$ cat config.mk
export PLATFORM = sky130hd
export DESIGN_NAME = lms_scan
export DESIGN_NICKNAME = d
export VERILOG_FILES = /design/src/hw/lms_pkg.sv /design/src/hw/lms_scan.sv
export VERILOG_INCLUDE_DIRS = /design/src /design/src/hw
export SDC_FILE = /design/constraint.sdc
export NUM_CORES = 1
export LEC_CHECK = 0
export BUFFER_PORTS_ARGS = -buffer_cell sky130_fd_sc_hd__buf_2
export CAP_MARGIN = 20
export CORE_ASPECT_RATIO = 0.6
export CORE_MARGIN = 5
export CORE_UTILIZATION = 40
export DETAILED_ROUTE_END_ITERATION = 8
export PLACE_DENSITY = 0.63
export REMOVE_ABC_BUFFERS = 1
export SYNTH_ARGS = -nofsm -noshare
export SYNTH_HDL_FRONTEND = slang
export SYNTH_SLANG_ARGS = --single-unit
$ cat constraint.sdc
create_clock -name mclk -period 3.79 [get_ports mclk]
set_clock_uncertainty 0.15 [all_clocks]
set_input_delay 0.379 -clock mclk [delete_from_list [all_inputs] [get_ports mclk]]
set_output_delay 0.379 -clock mclk [all_outputs]
set_load 0.005 [all_outputs]
$ cat src/hw/lms_regs.svh
/*
 * Register offsets, the brightness write mask, reset values and scan timing for the LED matrix scanner.
 * Assumes inclusion by bare name from design files under hw/.
 */
`ifndef LMS_REGS_SVH
`define LMS_REGS_SVH

`define LMS_CTRL_ADDR     8'hb1
`define LMS_BRIT_ADDR     8'hb2
`define LMS_CTRL_RESET    8'h04
`define LMS_BRIT_RESET    8'h44
`define LMS_BRIT_MASK     8'hf7
`define LMS_PIX_BASE      16'hf000
`define LMS_PIX_BYTES     6
`define LMS_DEAD_TICKS    3'h1
`define LMS_SLOT_TICKS    4'h8
`define LMS_PSC_DIV_MAX   7'h40

`endif

$ cat src/hw/lms_pkg.sv
/*
 * Types shared by the LED matrix scanner.
 * Assumes lms_regs.svh is included by the design file that uses it.
 */
package lms_pkg;
	typedef struct packed {
		logic [1:0] duty;
		logic [1:0] psc;
		logic       hold;
		logic [2:0] brit;
	} lms_ctrl_t;

	typedef struct packed {
		logic       smdis;
		logic [2:0] brit_odd;
		logic       rsvd;
		logic [2:0] brit_even;
	} lms_brit_t;

	typedef struct packed {
		logic       we;
		logic [7:0] addr;
		logic [7:0] wdata;
	} lms_sfr_t;

	typedef struct packed {
		logic        we;
		logic [15:0] addr;
		logic [7:0]  wdata;
	} lms_xram_t;
endpackage : lms_pkg

$ cat src/hw/lms_scan.sv
/*
 * LED matrix scanner: control registers, six-byte pixel memory and the scan engine.
 * Assumes a one-cycle special register write/read port, an external data write port,
 * and an internal RC clock tick arriving as a one-cycle enable synchronous to mclk.
 */
`timescale 1ns/1ns
`default_nettype none
`include "lms_regs.svh"

module lms_scan #(
	parameter int NCOM = 4,
	parameter int NSEG = 6
) (
	input  wire logic              mclk,
	input  wire logic              reset,
	input  wire logic              rc_tick,
	input  wire lms_pkg::lms_sfr_t sfr,
	input  wire logic [7:0]        sfr_raddr,
	input  wire lms_pkg::lms_xram_t xram,
	output logic [7:0]             sfr_rdata,
	output logic [NCOM-1:0]        com_o,
	output logic [NCOM-1:0]        com_oe_n,
	output logic [NSEG-1:0]        seg_o,
	output logic [NSEG-1:0]        seg_oe_n,
	output logic                   scan_active
);
	// ----------------------------------------
	// Registers
	// ----------------------------------------
	lms_pkg::lms_ctrl_t ctrl_q, ctrl_d;
	lms_pkg::lms_brit_t brit_q, brit_d;
	logic [7:0]         pix_q [`LMS_PIX_BYTES];
	logic [7:0]         pix_d [`LMS_PIX_BYTES];

	always_comb begin
		ctrl_d = ctrl_q;
		brit_d = brit_q;
		for (int i = 0; i < `LMS_PIX_BYTES; i++) pix_d[i] = pix_q[i];
		if (sfr.we && sfr.addr == `LMS_CTRL_ADDR) ctrl_d = sfr.wdata;
		// Bit 3 of the brightness register is not implemented and reads 0
		if (sfr.we && sfr.addr == `LMS_BRIT_ADDR) brit_d = sfr.wdata & `LMS_BRIT_MASK;
		for (int i = 0; i < `LMS_PIX_BYTES; i++) begin
			if (xram.we && xram.addr == `LMS_PIX_BASE + 16'(i)) pix_d[i] = xram.wdata;
		end
	end

	always_ff @(posedge mclk) begin
		if (reset) begin
			ctrl_q <= `LMS_CTRL_RESET;
			brit_q <= `LMS_BRIT_RESET;
			for (int i = 0; i < `LMS_PIX_BYTES; i++) pix_q[i] <= 8'h00;
			sfr_rdata <= 8'h00;
		end else begin
			ctrl_q <= ctrl_d;
			brit_q <= brit_d;
			for (int i = 0; i < `LMS_PIX_BYTES; i++) pix_q[i] <= pix_d[i];
			sfr_rdata <= (sfr_raddr == `LMS_CTRL_ADDR) ? ctrl_q :
			             (sfr_raddr == `LMS_BRIT_ADDR) ? brit_q : 8'h00;
		end
	end

	// ----------------------------------------
	// Scan engine
	// ----------------------------------------
	// Slot 0..3: common i sinks, segments source (low nibble / byte 4).
	// Slot 4..7: common i sources, segments sink (high nibble / byte 5).
	function automatic logic [5:0] slot_pattern(input logic [2:0] slot);
		logic [1:0] c;
		logic [5:0] p;
		c = slot[1:0];
		p = '0;
		if (!slot[2]) p = {pix_q[4][2*c+1], pix_q[4][2*c], pix_q[c][3:0]};
		else          p = {pix_q[5][4+c], pix_q[5][c], pix_q[c][7:4]};
		return p;
	endfunction

	function automatic logic [2:0] level_of(input logic [2:0] slot, input int s);
		logic [2:0] l;
		l = ctrl_q.brit;
		if (!slot[2] && s >= 4) l = (s == 4) ? brit_q.brit_even : brit_q.brit_odd;
		return l;
	endfunction

	logic       run;
	logic [6:0] pre_q, pre_d;
	logic [6:0] div;
	logic       tick;
	logic [2:0] slot_q, slot_d;
	logic [3:0] sub_q, sub_d;
	logic [2:0] lvl_q [NSEG];
	logic [2:0] lvl_d [NSEG];
	logic [NSEG-1:0] segen;
	logic [NCOM-1:0] com_d, come_d;
	logic [NSEG-1:0] seg_d, sege_d;
	logic [5:0]      pat;

	assign run = ctrl_q.duty != 2'b00 && !ctrl_q.hold;
	assign div = `LMS_PSC_DIV_MAX >> ctrl_q.psc;
	// A divider shortened mid-count must not run on through its top value
	assign tick = rc_tick && (pre_q >= div - 7'h01);
	assign segen = ctrl_q.duty == 2'b01 ? 6'h0f : ctrl_q.duty == 2'b10 ? 6'h1f : 6'h3f;

	always_comb begin
		pre_d = pre_q;
		slot_d = slot_q;
		sub_d = sub_q;
		for (int s = 0; s < NSEG; s++) lvl_d[s] = lvl_q[s];
		com_d = '0;
		come_d = '1;
		seg_d = '0;
		sege_d = '1;
		pat = slot_pattern(slot_q);
		if (ctrl_q.duty == 2'b00) begin
			pre_d = '0;
			slot_d = '0;
			sub_d = '0;
		// Hold freezes the counters and floats every pin through the defaults above
		end else if (!ctrl_q.hold) begin
			if (rc_tick) pre_d = tick ? 7'h00 : pre_q + 7'h01;
			if (tick) begin
				sub_d = sub_q + 4'h1;
				if (sub_q == `LMS_SLOT_TICKS - 4'h1) begin
					sub_d = '0;
					slot_d = slot_q + 3'h1;
					for (int s = 0; s < NSEG; s++) begin
						// Smoothing steps the level by one per slot
						if (brit_q.smdis) lvl_d[s] = level_of(slot_d, s);
						else if (lvl_q[s] < level_of(slot_d, s)) lvl_d[s] = lvl_q[s] + 3'h1;
						else if (lvl_q[s] > level_of(slot_d, s)) lvl_d[s] = lvl_q[s] - 3'h1;
					end
				end
			end
			// Only the slot's common is driven; an idle common held at the opposite
			// level would light the reverse pixels of every dark segment on it
			for (int c = 0; c < NCOM; c++) come_d[c] = slot_q[1:0] != 2'(c);
			com_d = {NCOM{slot_q[2]}};
			sege_d = ~segen;
			for (int s = 0; s < NSEG; s++) begin
				// Segment at common's level is off; the pixel lights on the opposite level
				seg_d[s] = slot_q[2];
				if (sub_q >= {1'b0, `LMS_DEAD_TICKS} && pat[s] && segen[s]
				    && (sub_q - 4'h1) <= {1'b0, lvl_q[s]}) seg_d[s] = !slot_q[2];
			end
			if (sub_q < {1'b0, `LMS_DEAD_TICKS}) seg_d = {NSEG{slot_q[2]}};
		end
	end

	always_ff @(posedge mclk) begin
		if (reset) begin
			pre_q <= '0;
			slot_q <= '0;
			sub_q <= '0;
			for (int s = 0; s < NSEG; s++) lvl_q[s] <= 3'h0;
			com_o <= '0;
			com_oe_n <= '1;
			seg_o <= '0;
			seg_oe_n <= '1;
			scan_active <= 1'b0;
		end else begin
			pre_q <= pre_d;
			slot_q <= slot_d;
			sub_q <= sub_d;
			for (int s = 0; s < NSEG; s++) lvl_q[s] <= lvl_d[s];
			com_o <= com_d;
			com_oe_n <= come_d;
			seg_o <= seg_d;
			seg_oe_n <= sege_d;
			scan_active <= run;
		end
	end

	// ----------------------------------------
	// Checks
	// ----------------------------------------
	a_hold_hiz: assert property (@(posedge mclk) disable iff (reset)
		ctrl_q.hold |=> (&com_oe_n && &seg_oe_n)) else $error("hold not high impedance");
	a_off_hiz: assert property (@(posedge mclk) disable iff (reset)
		ctrl_q.duty == 2'b00 |=> &com_oe_n) else $error("off but driving");
	a_seg_count: assert property (@(posedge mclk) disable iff (reset)
		(ctrl_q.duty == 2'b01 && !ctrl_q.hold) |=> &seg_oe_n[5:4]) else $error("extra segment");
	a_run_drives: assert property (@(posedge mclk) disable iff (reset)
		run |=> ($onehot(~com_oe_n) && scan_active)) else $error("scan not driving");
	a_dead_time: assert property (@(posedge mclk) disable iff (reset)
		(run && sub_q == 4'h0) |=> seg_o == {NSEG{slot_q[2]}}) else $error("no dead time");
	a_slot_step: assert property (@(posedge mclk) disable iff (reset)
		(run && tick && sub_q == 4'h7) |=> slot_q == $past(slot_q) + 3'h1) else $error("slot");
	a_freeze: assert property (@(posedge mclk) disable iff (reset)
		(ctrl_q.hold && $past(ctrl_q.hold)) |-> $stable(slot_q)) else $error("hold moved");
	a_presc: assert property (@(posedge mclk) disable iff (reset)
		(run && rc_tick && pre_q < div - 7'h01) |=> (pre_q == $past(pre_q) + 7'h01
		&& $stable(sub_q))) else $error("prescaler");
	// Levels are checked on segments 0 and 4; the other segments share the logic
	a_dark_pixel: assert property (@(posedge mclk) disable iff (reset)
		(run && !pat[0]) |=> seg_o[0] == $past(slot_q[2])) else $error("dark pixel driven");
	a_level_direct: assert property (@(posedge mclk) disable iff (reset)
		(run && brit_q.smdis && tick && sub_q == 4'h7) |=> lvl_q[0] == $past(ctrl_q.brit))
		else $error("level not direct");
	a_group_level: assert property (@(posedge mclk) disable iff (reset)
		(run && brit_q.smdis && tick && sub_q == 4'h7 && slot_q == 3'h2)
		|=> lvl_q[4] == $past(brit_q.brit_even)) else $error("group level");
	a_smooth_step: assert property (@(posedge mclk) disable iff (reset)
		(run && !brit_q.smdis && tick && sub_q == 4'h7 && lvl_q[0] < ctrl_q.brit)
		|=> lvl_q[0] == $past(lvl_q[0]) + 3'h1) else $error("smoothing step");
	c_run: cover property (@(posedge mclk) run && slot_q == 3'h7 && tick);
	c_dead: cover property (@(posedge mclk) run && sub_q == 4'h0 && slot_q == 3'h4);
	c_hold: cover property (@(posedge mclk) ctrl_q.duty != 2'b00 && ctrl_q.hold);
	c_smooth: cover property (@(posedge mclk) !brit_q.smdis && lvl_q[0] != ctrl_q.brit);
endmodule : lms_scan
`default_nettype wire

==> results.toml <==
[sta]
maxSlewViolCount = 0
fin_tns_setup_ns = 0
slew_headroom_pct = 27.1
hold_viol = 0
tightest_slew_ns = 1.09
fmax_mhz = 312
rsz0062_at_grt = "no"
min_period_over_period_pct = 84.4
period_needed_ns = 3.20
finalSetupViolCount = 0

[worst_hold_path]
hold_path.class = "in2reg"
hold_start = "sfr[6]"
hold_depth = 2
worstHoldEndpoint = "brit_q[6]"

[detailed_routing]
wl_met2_um = 6820
num_vias = 5130
dr.max_layer_used = "met4"
post_drt_wl_per_cell_um = 17.4
ant_nets = 0
dr.pass1.iters = 4
met3_length_um = 1230
drc = 0
wl_um = 16400
avgViaCountPerCell = 5.43
met1_length_um = 8280
drtIter0Drc = 308

[synth]
synth_top_area_share_pct = 27.0
synth_cell_type_count = 56
synth_flop_cell = "dfxtp_1"
syn_area_um2 = 6520
synthArstFlopShare_pct = 0
yosys_warnings = 0
synth_top_area_cell = "dfxtp_1"
synthCells = 642
synth_edf_count = 32
ys_ff_latch = 120
seq_area_frac_synth_pct = 41.8
syn_avg_cell_area_um2 = 10.2
synthTopCellsByArea = "dfxtp_1, edfxtp_1, ha_1"

[place]
gp_congestion = 0.827
dp.cells = 912
dpl.hpwl_um = 12200
port_buffers = 81

[layout]
layout_common_cells = "dfxtp_1, buf_2, nor2_1"
diodes = 0
final_common_cell = "dfxtp_1"
stdcell_count = 944
synthToLayoutAreaGrowth_pct = 18.3
nNetsFinal = 830
drive_above_1_share_pct = 20.3

[clock_tree]
clk_pin_slew_worst_paths_ns = 0.06
post_cts_resized = 0
cts_made_buffers = 17
root_buffer = "clkbuf_16"
post_cts_buffers = 0
clock-sinks = 120
cts_tree = "built"
cts_hold_buf = 0
htree_levels = 4
cts_max_path_buffers = 2
clk_latency_ns = 0.42

[power_and_ir_drop]
peakVddDrop_uv = 294
power_density_nw_per_um2 = 393
p_leak_uw = 0.00299

[worst_setup_path]
cp_slowest_cell = "fa_1"
cp_data_required_time_ns = 3.91
reg2reg_depth = 12
worstSetupPathType = "reg2reg"
reg2reg_to = "lvl_q[5][2]"
cp-end-kind = "flop"
reg2reg_from = "slot_q[0]"
path_max_fanout = 6
reg2reg_slack_ns = 0.59
worstPathArrival_ns = 3.32
max_stage_delay_ns = 0.49
crit_chain = "ha_1, xor2_1, buf_4, mux2i_1, ha_1, a21oi_1, o21ai_0, fa_1, xnor2_1, xnor2_1, o2111ai_1, a21oi_1"
cp-start-kind = "flop"

[floorplan]
initial_core_util_pct = 40.4
pin_count = 82
die_h_um = 109
design.die.area_um2 = 19000
die_w_um = 175
core_um2 = 16100
rows = 36

[global_routing]
grt_pass1_wl_um = 26900
grt_max_degree = 46
track_usage_pct = 17.7
globalRouteOverflowTotal = 0
antenna_found_initial = 0
grt_pass1_vias = 5179

[job]
max-cap-violations = 0

[run_status]
status = "complete, no violations"
## logic make-up after synthesis
kind of cell             after synthesis  share of synthesized area [%]
adder cells (fa/ha/maj)               55                           11.2
buffers and inverters                 72                           4.68
other                                  1                         0.0575
AO/OA/AOI/OAI                        104                           10.9
flip-flops                           120                           41.8
multiplexers                          53                           10.5
XOR/XNOR                              23                           3.09
AND/OR/NAND/NOR                      214                           17.8
## layout make-up
cell class	instances	area, um2
clock inverter	13	133
timing repair buffer	91	480
multi-input combinational	450	3490
tap	209	262
fill	1458	8420
clock buffer	19	464
inverter	42	158
sequential	120	2720
## state kept, by name, summed over array words and instances, names as in the netlist, named ones only
name / flops
pix_q: 48
lvl_q: 18
ctrl_q: 8
sfr_rdata: 8
brit_q: 7
pre_q: 7
seg_o: 6
com_oe_n: 4
sub_q: 4
seg_oe_n: 3
slot_q: 3
com_o: 1
scan_active: 1
## critical path, delay by kind of cell, from the launching register on
family / cells / cell delay (ns)
AO/OA/AOI/OAI: 4 / 0.67
buffers and inverters: 1 / 0.19
multiplexers: 1 / 0.25
flip-flops: 1 / 0.34
XOR/XNOR: 3 / 0.45
adder cells (fa/ha/maj): 3 / 1.01
## power breakdown
part           switching (uW)  internal, uW
registers                5.06          1330
logic                    50.7          33.9
clock network             636           976
total                     692          2340
## synthesized netlist by cell type (5+ instances only)
master / instances
o21ai_0: 26
buf_4: 6
dfxtp_1: 88
clkbuf_1: 17
ha_1: 49
o31ai_1: 5
xor2_1: 8
nor3b_1: 5
mux2i_1: 40
edfxtp_1: 32
nor2_1: 59
nand4_1: 7
nand3_1: 14
and2_1: 35
nand2_1: 34
nand4b_1: 5
xnor2_1: 15
nor2b_1: 15
a22oi_1: 7
a21oi_1: 21
fa_1: 6
o22ai_1: 6
or4_1: 7
inv_1: 42
o221a_2: 5
a211oi_1: 8
mux4_2: 12
o2111ai_1: 5
## worst max path at each step
stage               startpoint     endpoint  slack (ns)  cells past startpoint
finish               slot_q[0]  lvl_q[5][2]        0.59                     12
CTS                  slot_q[0]  lvl_q[5][2]        0.58                     12
global route         slot_q[1]  lvl_q[5][2]        0.33                     12
global placement     slot_q[0]  lvl_q[5][2]        0.78                     12
floorplan            slot_q[0]  lvl_q[5][2]        0.44                     11
detailed placement   slot_q[0]  lvl_q[5][2]        0.62                     12
## layer usage
layer | vias to the layer above | global-route usage [%]
met5 | - | 0
met4 | 0 | 3.70
met3 | 13 | 4.37
met2 | 217 | 26.1
met1 | 2440 | 26.3
li1 | 2460 | -
## stage by stage
stage                     hold WS (ns)  cell area (um2)  util (%)  setup slack, ns  total power (uW)
after global placement           0.319             7110      44.1            0.776              1440
final                           0.0406             7710      47.8            0.590              3030
after floorplan                  0.298             6370         -            0.444              1390
after global routing            0.0417             7710      47.8            0.329              3120
after CTS                       0.0308             7710      47.8            0.579              3050
after detailed placement         0.332             7110      44.1            0.621              1450
No activity file was read; power rests on OpenSTA's default activity.
